File: config.mk
export PLATFORM = sky130hd
export DESIGN_NAME = ofc_regs
export DESIGN_NICKNAME = d
export VERILOG_FILES = /design/src/hw/ofc_pkg.sv /design/src/hw/ofc_regs.sv
export SDC_FILE = /design/constraint.sdc
export NUM_CORES = 1
export LEC_CHECK = 0
export ABC_AREA = 0
export BUFFER_PORTS_ARGS = -buffer_cell sky130_fd_sc_hd__clkbuf_2
export CORE_MARGIN = 4
export CORE_UTILIZATION = 49
export DETAILED_ROUTE_END_ITERATION = 8
export PLACE_DENSITY_LB_ADDON = 0.05
export SYNTH_ARGS = -nofsm -noshare
export SYNTH_HDL_FRONTEND = slang
export SYNTH_SLANG_ARGS = --single-unit
File: constraint.sdc
create_clock -name clk -period 3 [get_ports clk]
set_input_delay 0.45 -clock clk [delete_from_list [all_inputs] [get_ports clk]]
set_output_delay 0.45 -clock clk [all_outputs]
set_load 0.05 [all_outputs]
File: src/hw/ofc_pkg.sv
// Constants shared by the output frame and calibration register bank
package ofc_pkg;

  // ==========================================================
  // Register indices (byte address is four times the index)
  localparam logic [7:0] IDX_ACCESS     = 8'h01;
  localparam logic [7:0] IDX_FRAME      = 8'h10;
  localparam logic [7:0] IDX_PARITY     = 8'h11;
  localparam logic [7:0] IDX_OFFSET_CAL = 8'h18;
  localparam logic [7:0] IDX_MRG_VAL    = 8'h19;
  localparam logic [7:0] IDX_MRG_EN     = 8'h1A;
  localparam logic [7:0] IDX_HALF_MRG   = 8'h1B;

  // ==========================================================
  // Field positions
  localparam int FMT_LSB      = 4;
  localparam int DEBUG_BIT    = 0;
  localparam int PARITY_BIT   = 2;
  localparam int REF_SEL_LSB  = 0;
  localparam int MRG_VAL_LSB  = 0;
  localparam int MRG_EN_BIT   = 0;
  localparam int HALF_OFS_LSB = 4;
  localparam int HALF_EN_BIT  = 0;
  localparam int UNLOCK_BIT   = 0;

  // ==========================================================
  // Field widths
  localparam int FMT_W     = 2;
  localparam int REF_SEL_W = 3;
  localparam int MRG_W     = 5;
  localparam int HALF_W    = 3;
  localparam int RES_W     = 16;
  localparam int ID_W      = 4;
  localparam int STS_W     = 4;
  localparam int CFG_W     = 2;
  localparam int LEN_W     = 6;
  localparam int RANGE_N   = 6;

  // ==========================================================
  // Frame format codes and the debug pattern
  localparam logic [1:0] FMT_RESULT = 2'h0;
  localparam logic [1:0] FMT_ID     = 2'h1;
  localparam logic [1:0] FMT_FULL   = 2'h2;
  localparam logic [7:0] DEBUG_PATTERN = 8'hA6;
  localparam logic [5:0] DEBUG_LEN     = 6'h08;

  // ==========================================================
  // Reference range codes: 5.0, 4.5, 4.096, 3.3, 3.0, 2.5 V
  localparam logic [2:0] RANGE_5V0 = 3'h0;
  localparam logic [2:0] RANGE_4V5 = 3'h1;
  localparam logic [2:0] RANGE_4V1 = 3'h2;
  localparam logic [2:0] RANGE_3V3 = 3'h3;
  localparam logic [2:0] RANGE_3V0 = 3'h4;
  localparam logic [2:0] RANGE_2V5 = 3'h5;

  // Default unlock key; value is arbitrary
  localparam logic [7:0] UNLOCK_KEY = 8'h5A;

endpackage

File: src/hw/ofc_regs.sv
// Output frame and calibration register bank with AHB-Lite slave
//
// Register access over AHB-Lite is this design's own decision.
`timescale 1ns/1ps
module ofc_regs #(
  parameter logic [7:0] UNLOCK_VALUE = ofc_pkg::UNLOCK_KEY
) (
  // Clock and reset
  input  wire logic                          clk,
  input  wire logic                          rst,
  // AHB-Lite slave
  input  wire logic                          hsel,
  input  wire logic [31:0]                   haddr,
  input  wire logic [1:0]                    htrans,
  input  wire logic                          hwrite,
  input  wire logic [2:0]                    hsize,
  input  wire logic [31:0]                   hwdata,
  input  wire logic                          hready,
  output logic                               hreadyout,
  output logic [31:0]                        hrdata,
  output logic                               hresp,
  // Conversion sample in
  input  wire logic                          sample_valid,
  input  wire logic [ofc_pkg::RES_W-1:0]     sample_result,
  input  wire logic [ofc_pkg::ID_W-1:0]      sample_chan_id,
  input  wire logic [ofc_pkg::STS_W-1:0]     sample_status,
  input  wire logic [ofc_pkg::CFG_W-1:0]     sample_chan_cfg,
  // Serial frame out, right aligned, MSB sent first
  output logic                               frame_valid,
  output logic [31:0]                        frame_data,
  output logic [ofc_pkg::LEN_W-1:0]          frame_len,
  // Calibration controls to analog
  output logic [ofc_pkg::RANGE_N-1:0]        cal_range,
  output logic [ofc_pkg::MRG_W-1:0]          ref_margin_code,
  output logic                               ref_margin_active,
  output logic [ofc_pkg::HALF_W-1:0]         half_margin_code,
  output logic                               half_margin_active
);

  // ==========================================================
  // State
  typedef struct packed {
    logic                          hready;
    logic [31:0]                   hrdata;
    logic                          wr_pend;
    logic [7:0]                    wr_idx;
    logic                          unlock;
    logic [ofc_pkg::FMT_W-1:0]     fmt;
    logic                          debug;
    logic                          parity_en;
    logic [ofc_pkg::REF_SEL_W-1:0] ref_sel;
    logic [ofc_pkg::MRG_W-1:0]     mrg_val;
    logic                          mrg_en;
    logic [ofc_pkg::HALF_W-1:0]    half_ofs;
    logic                          half_en;
    logic                          f_valid;
    logic [31:0]                   f_data;
    logic [ofc_pkg::LEN_W-1:0]     f_len;
    logic [ofc_pkg::RANGE_N-1:0]   range;
    logic [ofc_pkg::MRG_W-1:0]     mrg_out;
    logic                          mrg_act;
    logic [ofc_pkg::HALF_W-1:0]    half_out;
    logic                          half_act;
  } ofc_state_t;

  localparam ofc_state_t RESET_STATE = '{hready: 1'b1, default: '0};

  ofc_state_t q;
  ofc_state_t d;

  // Local copy of the frame length width, used in size casts
  localparam int LEN_W = ofc_pkg::LEN_W;

  // ==========================================================
  // Read mux; only documented fields are placed, the rest stay zero
  function automatic logic [31:0] read_reg(input ofc_state_t s, input logic [7:0] idx);
    logic [31:0] r;
    r = '0;
    unique case (idx)
      ofc_pkg::IDX_ACCESS:
      begin
        r[ofc_pkg::UNLOCK_BIT] = s.unlock;
      end
      ofc_pkg::IDX_FRAME:
      begin
        r[ofc_pkg::FMT_LSB +: ofc_pkg::FMT_W] = s.fmt;
        r[ofc_pkg::DEBUG_BIT] = s.debug;
      end
      ofc_pkg::IDX_PARITY:
      begin
        r[ofc_pkg::PARITY_BIT] = s.parity_en;
      end
      ofc_pkg::IDX_OFFSET_CAL:
      begin
        r[ofc_pkg::REF_SEL_LSB +: ofc_pkg::REF_SEL_W] = s.ref_sel;
      end
      ofc_pkg::IDX_MRG_VAL:
      begin
        r[ofc_pkg::MRG_VAL_LSB +: ofc_pkg::MRG_W] = s.mrg_val;
      end
      ofc_pkg::IDX_MRG_EN:
      begin
        r[ofc_pkg::MRG_EN_BIT] = s.mrg_en;
      end
      ofc_pkg::IDX_HALF_MRG:
      begin
        r[ofc_pkg::HALF_OFS_LSB +: ofc_pkg::HALF_W] = s.half_ofs;
        r[ofc_pkg::HALF_EN_BIT] = s.half_en;
      end
      default:
      begin
        r = '0;
      end
    endcase
    return r;
  endfunction

  // Index from a byte address, invalid (8'hFF) when above 10 address bits or not word aligned
  function automatic logic [7:0] addr_index(input logic [31:0] a);
    return (a[31:10] == '0 && a[1:0] == 2'h0) ? a[9:2] : 8'hFF;
  endfunction

  // ==========================================================
  // Next state
  logic [31:0]             fd;
  logic [ofc_pkg::LEN_W-1:0] fl;

  always_comb
  begin
    d = q;
    fd = '0;
    fl = '0;
    d.hready = 1'b1;
    d.f_valid = 1'b0;

    // Data phase of a write: commit into the addressed register
    if (q.wr_pend)
    begin
      unique case (q.wr_idx)
        ofc_pkg::IDX_ACCESS:
        begin
          d.unlock = (hwdata[7:0] == UNLOCK_VALUE);
        end
        ofc_pkg::IDX_FRAME:
        begin
          // Frame layout is locked like parity, keeping a frame change atomic
          if (q.unlock)
          begin
            d.fmt = hwdata[ofc_pkg::FMT_LSB +: ofc_pkg::FMT_W];
            d.debug = hwdata[ofc_pkg::DEBUG_BIT];
          end
        end
        ofc_pkg::IDX_PARITY:
        begin
          if (q.unlock)
          begin
            d.parity_en = hwdata[ofc_pkg::PARITY_BIT];
          end
        end
        ofc_pkg::IDX_OFFSET_CAL:
        begin
          d.ref_sel = hwdata[ofc_pkg::REF_SEL_LSB +: ofc_pkg::REF_SEL_W];
        end
        ofc_pkg::IDX_MRG_VAL:
        begin
          d.mrg_val = hwdata[ofc_pkg::MRG_VAL_LSB +: ofc_pkg::MRG_W];
        end
        ofc_pkg::IDX_MRG_EN:
        begin
          d.mrg_en = hwdata[ofc_pkg::MRG_EN_BIT];
        end
        ofc_pkg::IDX_HALF_MRG:
        begin
          d.half_ofs = hwdata[ofc_pkg::HALF_OFS_LSB +: ofc_pkg::HALF_W];
          d.half_en = hwdata[ofc_pkg::HALF_EN_BIT];
        end
        default:
        begin
          d.wr_pend = 1'b0;
        end
      endcase
    end

    // Address phase; reads see a write that commits this same cycle
    d.wr_pend = 1'b0;
    d.hrdata = '0;
    if (hsel && htrans[1] && hready)
    begin
      d.wr_pend = hwrite;
      d.wr_idx = addr_index(haddr);
      if (!hwrite)
      begin
        d.hrdata = read_reg(d, addr_index(haddr));
      end
    end

    // Frame assembly from the settings in force at the sample
    if (sample_valid)
    begin
      d.f_valid = 1'b1;
      if (q.debug)
      begin
        fd = 32'(ofc_pkg::DEBUG_PATTERN);
        fl = ofc_pkg::DEBUG_LEN;
      end
      else
      begin
        fd = 32'(sample_result);
        fl = LEN_W'(ofc_pkg::RES_W);
        // Reserved format code falls back to result only
        if (q.fmt == ofc_pkg::FMT_ID || q.fmt == ofc_pkg::FMT_FULL)
        begin
          fd = (fd << ofc_pkg::ID_W) | 32'(sample_chan_id);
          fl = fl + LEN_W'(ofc_pkg::ID_W);
        end
        if (q.fmt == ofc_pkg::FMT_FULL)
        begin
          fd = (fd << ofc_pkg::STS_W) | 32'(sample_status);
          fd = (fd << ofc_pkg::CFG_W) | 32'(sample_chan_cfg);
          fl = fl + LEN_W'(ofc_pkg::STS_W + ofc_pkg::CFG_W);
        end
        // Even parity over the whole frame; top bit is free at the widest format
        if (q.parity_en)
        begin
          fd = {fd[30:0], ^fd};
          fl = fl + LEN_W'(1);
        end
      end
      d.f_data = fd;
      d.f_len = fl;
    end

    // Calibration controls; 110b and 111b alias to the 5.0 V setting
    d.range = '0;
    if (q.ref_sel > ofc_pkg::RANGE_2V5)
    begin
      d.range[ofc_pkg::RANGE_5V0] = 1'b1;
    end
    else
    begin
      d.range[q.ref_sel] = 1'b1;
    end
    d.mrg_act = q.mrg_en;
    d.mrg_out = q.mrg_en ? q.mrg_val : '0;
    d.half_act = q.half_en;
    d.half_out = q.half_en ? q.half_ofs : '0;
  end

  // ==========================================================
  // Registers
  always_ff @(posedge clk)
  begin
    if (rst)
    begin
      q <= RESET_STATE;
    end
    else
    begin
      q <= d;
    end
  end

  // ==========================================================
  // Outputs
  assign hreadyout = q.hready;
  assign hrdata = q.hrdata;
  assign hresp = 1'b0;
  assign frame_valid = q.f_valid;
  assign frame_data = q.f_data;
  assign frame_len = q.f_len;
  assign cal_range = q.range;
  assign ref_margin_code = q.mrg_out;
  assign ref_margin_active = q.mrg_act;
  assign half_margin_code = q.half_out;
  assign half_margin_active = q.half_act;
endmodule

* Word level (Yosys, flattened, before mapping)
Cells that the tools add are included.
W data, S select, Z words.
** Word-level totals
- Register bits :: 115
- Bits of input ports :: 101
- Output and inout bits :: 89
** Cells by class
- Add/subtract/negate cells :: 2
- Magnitude comparators :: 3
- Equal/unequal tests :: 17
- Multiplexer cells :: 36
- Bitwise operators :: 8
- Reductions and logical operators :: 15
** Operators with widths (count)
- $mux W32 :: 7
- $eq A8 B5 Y1 const B :: 12
- $mux W6 :: 7
- $mux W39 :: 1
- $or A32 B2 Y32 :: 1
- $reduce_xor A32 Y1 :: 1
- $or A30 B4 Y30 :: 1
- $logic_not A22 Y1 :: 1
- $mux W20 :: 1
- $or A20 B4 Y20 :: 1
- $mux W18 :: 1
- $eq A8 B1 Y1 const B :: 2
- $mux W3 :: 4
- $eq A8 B7 Y1 const B :: 1
- $mux W8 :: 1
- $reduce_or A2 Y1 :: 4
- $reduce_or A4 Y1 :: 2
- $add A6 B1 Y6 const B :: 1
- $add A6 B3 Y6 const B :: 1
- $mux W1 :: 6
- $pmux W1 S3 :: 2
- $pmux W1 S6 :: 1
- $mux W5 :: 1
- $not A1 Y1 :: 5
- 12 further kinds :: 16

* Longest topological paths before layout
- Depth after elaboration :: 14
- Mapped depth :: 12
- Mapped depth without buffers :: 9

* Least setup slack after synthesis
No wires, ideal clock.
- Kind :: register to register
- Start point :: register q[70] (netlist name)
- End point :: register q (netlist bit frame_data[0])
- Library setup time :: 0.122 ns
- Data arrival time :: 2.599 ns
- Data required time :: 2.878 ns
- Setup slack :: 0.279 ns
- Cell stages (with the launch flop) :: 10
- Buffers on the path :: 1
- Path through :: dfxtp_1 > inv_1 > ha_1 > buf_6 > mux2_1 > mux2_2 > xnor3_1 > xnor2_1 > xnor3_1 > a221o_1
** On the way
- Longest elaborated chain between the ends :: 13
- Elaborated cells between the ends (all ways) :: 14
** Ends and longest elaborated chain
- from (decl) :: RTL line ofc_regs.sv:68 : ofc_state_t q;
- from (signal assigned) :: RTL line ofc_regs.sv:255 : q <= RESET_STATE;
- from (signal assigned) :: RTL line ofc_regs.sv:259 : q <= d;
- $eq A2 B1 Y1 or $eq A2 B2 Y1 (tied branches) :: RTL line ofc_regs.sv:211, ofc_regs.sv:216
- $logic_or A1 B1 Y1 :: RTL line ofc_regs.sv:211 : if (q.fmt == ofc_pkg::FMT_ID || q.fmt == ofc_pkg::FMT_FULL)
- $mux W20 :: RTL line ofc_regs.sv:211
- $mux W32 :: RTL line ofc_regs.sv:201 : if (q.debug)
- $mux W32 :: RTL line ofc_regs.sv:198 : if (sample_valid)
- $or A30 B4 Y30 :: RTL line ofc_regs.sv:218 : fd = (fd << ofc_pkg::STS_W) | 32'(sample_status);
- $or A32 B2 Y32 :: RTL line ofc_regs.sv:219 : fd = (fd << ofc_pkg::CFG_W) | 32'(sample_chan_cfg);
- $mux W32 * :: RTL line ofc_regs.sv:216 : if (q.fmt == ofc_pkg::FMT_FULL)
- $mux W32 * :: RTL line ofc_regs.sv:201
- $mux W32 * :: RTL line ofc_regs.sv:198
- $reduce_xor A32 Y1 :: RTL line ofc_regs.sv:225 : fd = {fd[30:0], ^fd};
- $mux W32 * :: RTL line ofc_regs.sv:223 : if (q.parity_en)
- $mux W32 * :: RTL line ofc_regs.sv:201
Mark *: on every way between the ends. The rest lies on a longest branch, timed or not. The select of a mux whose other input is x is not followed.
A chain may end at the register's enable or synchronous reset.

* Final worst setup path
Ends and elaborated chain as after synthesis.

==> metrics.md <==
| Metric | Value |
|---|---|
| Result of the run | `complete, no violations` |
| Unique masters post-synth | `55` |
| Setup repair after global routing missed its margin | `no` |
| Post-layout min period | `2.74 ns` |
| Maximum resistive drop on vdd | `between 0.2 and 0.3 mV` |
| Sequence of cells on the critical path | `inv_1 > ha_4 > mux2_1 > mux2_2 > xnor3_1 > xnor2_1 > xnor3_1 > nor4b_2 > a221o_1` |
| Startpoint of the lowest-slack register-to-register path | `q[70]` |
| # setup viols final | `0` |
| Register cell area after layout | `roughly 0.0017 mm2` |
| Critical Path Start Type | `register` |
| Flop and latch count out of synthesis | `83` |
| # rows | `35` |
| Switching Fraction | `a little under a third` |
| I/O pin total | `between 150 and 200` |
| P&R area growth vs syn | `9.53%` |
| Total GRT Usage | `19.1%` |
| Total iterations of the first detailed-routing run | `6` |
| Die area | `0.0113 mm2` |
| Num CTS Buffers | `9` |
| Crit. End Element | `register` |
| Final nets | `~700` |
| Number of H-tree branching levels | `3` |
| Global placer's final weighted congestion | `a little under 0.9` |
| Hold crit path type | `in -> reg` |
| Total design power | `2.29 mW` |
| Final-layout fill cell count | `a little over 900` |
| Count of maximum capacitance violations | `0` |
| CP peak stage delay | `~0.43 ns` |
| Total power divided by cell area | `roughly 440 mW/mm2` |
| Aggregate negative setup slack | `0 ns` |
| Multi-input gate area in the final layout | `0.00237 mm2` |
| CTS tree | `yes` |
| Routed len/inst | `between 10 and 15 um` |
| Clock-pin slew on the worst setup and hold paths | `roughly 0.090 ns` |
| Total clock sinks | `a little over 80` |
| Vertical extent of the die | `between 100 and 150 um` |
| Worst skew pair latency | `~0.35 ns` |
| Slowest library cell on the worst path | `sky130_fd_sc_hd__xnor3_1` |
| Number of antenna violations at the first check in global routing | `0` |
| Headroom to the max-slew limit | `53.3%` |
| Routed Wire Length | `roughly 11,000 um` |
| Fin crit share | `between 90% and 100%` |
| Clock network fraction of total power | `between 30% and 40%` |
| Die outline width | `about 110 um` |
| Most common cell on crit path | `sky130_fd_sc_hd__xnor3_1` |
| Final antenna diode count | `0` |
| Final Max Slew Viols | `0` |
| Number of hold buffers added after cts | `0` |
| Share of layout cells above drive strength 1 | `between 20% and 30%` |
| Wire length of the first global-routing pass | `17,500 um` |
| Count of buffering cells on the critical path with inverters included | `1` |
| DR vias | `around 3,800` |
| Net switching power of the design | `approximately 0.73 mW` |
| Iter 0 DRT Violations | `150` |
| Vias in the first global route | `3,522` |
| Total of warnings raised by yosys | `0` |
| Aggregate global routing overflow | `0` |
| Hold path startpoint | `hwrite` |
| Top delay family on crit path | `XOR/XNOR gates` |
| Prevailing post-synth register cell | `sky130_fd_sc_hd__dfxtp_1` |
| Slew of the pin with the lowest slew margin | `approximately 0.7 ns` |
| Starting density of the core | `approximately 51%` |
| Worst-case clock buffer depth | `2` |
| Clk_skew | `0.0124 ns` |
| Count of buffers from port buffering | `around 130` |
| Hpwl dp | `about 8400 um` |
| Launch point of the worst path | `q[70]` |
| Async SR Flop Fraction | `0%` |
| Relative contribution of sequential cells to total power | `between 40% and 50%` |
| DRC violations left | `0` |
| Post-synthesis sequential area ratio | `a little over a third` |
| Maximum number of pins on one net before global-route repair | `between 60 and 70` |
| Core area | `0.00928 mm2` |
| Data arrival time of the critical path | `roughly 3.0 ns` |
| Average size of a mapped cell | `between 8 and 9 um2` |
| Max frequency | `about 0.36 GHz` |
| Cell area after synthesis | `approximately 0.0047 mm2` |
| Worst endpoint required time | `3.29 ns` |
| CTS Root Buffer Type | `sky130_fd_sc_hd__clkbuf_8` |
| Antenna Nets Post-Route | `0` |
| Via count normalized by instance count | `about 5.1` |
| Synthesized netlist cell count | `roughly 540` |
| Count of flip-flops with a built-in enable after synthesis | `0` |
| WS Path Type | `reg -> reg` |
| Fraction of power consumed by combinational cells | `17.7%` |
| Leakage | `2.29 nW` |
| Internal Power | `1.57 mW` |
| Crit Path Max Fanout | `9` |
| Final hold violation count | `0` |
area by class of cell:
| type | count | share of cell area [%] |
|---|---|---|
| multi-input combinational | 362 | 46.0 |
| timing repair buffer | 142 | 14.5 |
| inverter | 9 | 0.654 |
| clock buffer | 9 | 2.40 |
| tap | 129 | 3.13 |
| clock inverter | 7 | 1.16 |
| sequential | 83 | 32.2 |
cells in the final DEF (no fill, tap or decap), types with 3 or more instances in the layout:
cell type | netlist | final
sky130_fd_sc_hd__nor4_1 | 8 | 8
sky130_fd_sc_hd__mux4_2 | 3 | 4
sky130_fd_sc_hd__o211ai_1 | 4 | 4
sky130_fd_sc_hd__dfxtp_1 | 83 | 83
sky130_fd_sc_hd__clkbuf_2 | 0 | 128
sky130_fd_sc_hd__nor2_1 | 67 | 67
sky130_fd_sc_hd__mux2_2 | 10 | 10
sky130_fd_sc_hd__o21ai_0 | 6 | 5
sky130_fd_sc_hd__conb_1 | 2 | 33
sky130_fd_sc_hd__a22oi_1 | 9 | 9
sky130_fd_sc_hd__xnor2_1 | 14 | 14
sky130_fd_sc_hd__buf_4 | 87 | 13
sky130_fd_sc_hd__and2_1 | 9 | 9
sky130_fd_sc_hd__inv_1 | 8 | 8
sky130_fd_sc_hd__a21oi_1 | 25 | 25
sky130_fd_sc_hd__and3_1 | 5 | 5
sky130_fd_sc_hd__xnor3_1 | 4 | 4
sky130_fd_sc_hd__clkbuf_8 | 0 | 9
sky130_fd_sc_hd__nor4b_1 | 3 | 3
sky130_fd_sc_hd__nor3_1 | 20 | 20
sky130_fd_sc_hd__nor2b_1 | 5 | 5
sky130_fd_sc_hd__nand3_1 | 9 | 9
sky130_fd_sc_hd__a222oi_1 | 5 | 5
sky130_fd_sc_hd__nand2_1 | 35 | 35
sky130_fd_sc_hd__clkinv_4 | 0 | 3
sky130_fd_sc_hd__nand4_1 | 3 | 3
sky130_fd_sc_hd__mux2i_1 | 40 | 39
sky130_fd_sc_hd__or3_1 | 5 | 5
sky130_fd_sc_hd__nand2b_1 | 5 | 5
power groups by stage:
stage | clock network [mW] | registers, mW | logic [mW]
3_3_place_gp | 0 | 1.16 | 0.400
4_1_cts | 0.778 | 1.14 | 0.403
2_1_floorplan | 0 | 1.16 | 0.346
3_5_place_dp | 0 | 1.16 | 0.402
6_report | 0.750 | 1.14 | 0.405
5_1_grt | 0.826 | 1.14 | 0.433
worst reg2reg max path, cell delays in order, from the launching register on:
cell,delay [ns]
sky130_fd_sc_hd__dfxtp_1,0.33
sky130_fd_sc_hd__inv_1,0.07
sky130_fd_sc_hd__ha_4,0.32
sky130_fd_sc_hd__mux2_1,0.36
sky130_fd_sc_hd__mux2_2,0.31
sky130_fd_sc_hd__xnor3_1,0.35
sky130_fd_sc_hd__xnor2_1,0.16
sky130_fd_sc_hd__xnor3_1,0.43
sky130_fd_sc_hd__nor4b_2,0.22
sky130_fd_sc_hd__a221o_1,0.14
layer usage:
layer / part of all wire [%] / GRT usage, % / vias up
met4: 0.93 / 5.55 / 0
met5: 0 / 0 / -
li1: - / - / 1884
met1: 48 / 27.8 / 1758
met2: 45 / 29.0 / 133
met3: 6.5 / 3.10 / 10
state kept, by name, indices dropped and copies added, names as in the netlist:
signal,count
ref_margin_active,1
frame_len,5
q,25
hrdata,7
half_margin_code,3
ref_margin_code,5
half_margin_active,1
d,2
cal_range,6
frame_data,27
frame_valid,1
cell usage after synthesis (all sizes together), types with 4 or more instances:
| cell type | n | area share [%] |
|---|---|---|
| nor2b | 5 | 0.66 |
| dfxtp | 83 | 35 |
| a22oi | 9 | 1.4 |
| and2 | 9 | 1.2 |
| nor3 | 20 | 2.1 |
| nand2b | 5 | 0.66 |
| nor2 | 67 | 5.3 |
| a222oi | 5 | 1.1 |
| nand2 | 35 | 2.8 |
| and3 | 5 | 0.66 |
| clkbuf | 20 | 1.6 |
| a21oi | 25 | 2.7 |
| o21ai | 6 | 0.64 |
| nor4b | 4 | 0.88 |
| o211ai | 4 | 0.64 |
| nor4 | 8 | 1.1 |
| xnor3 | 4 | 1.9 |
| mux2 | 11 | 2.6 |
| buf | 95 | 15 |
| inv | 8 | 0.64 |
| nand3 | 9 | 0.96 |
| xnor2 | 14 | 2.6 |
| or3 | 5 | 0.66 |
| mux2i | 40 | 8.5 |
| mux4 | 4 | 2.0 |
path summary, 6_finish.rpt:
path                        end  slack, ns  depth (start not counted)
max               frame_data[0]       0.26                          9
max reg2reg       frame_data[0]       0.26                          9
min reg2reg  ref_margin_code[2]       0.46                          1
min                       q[81]       0.37                          2
stage by stage:
stage / worst slack (ns) / hold slack [ns] / util, % / area, um2 / std cells
after floorplan: 0.279 / 0.429 / - / 4830 / 569
after global placement: 0.111 / 0.445 / 53.4 / 4960 / 724
after detailed placement: 0.0503 / 0.445 / 53.4 / 4960 / 724
after CTS: 0.0309 / 0.351 / 55.4 / 5140 / 740
after global routing: 0.0910 / 0.365 / 55.6 / 5160 / 741
final: 0.258 / 0.366 / 55.6 / 5160 / 741
kinds of logic after synthesis:
family	count (synthesis)	synth area share, %
AOI/OAI and AO/OA	66	9.45
muxes	55	13.1
xor gates and xnor gates	20	4.88
buffers and inverters	124	17.1
DFF	83	35.2
adders and majority gates	2	0.531
and+or+nand+nor	186	19.5
other	2	0.159
timing repair:
item / CTS / global route
resized for setup: 0 / 6
endpoints found under the setup margin: 0 / 1
buffers inserted: 0 / 1
Power figures use the tool's default switching activity.
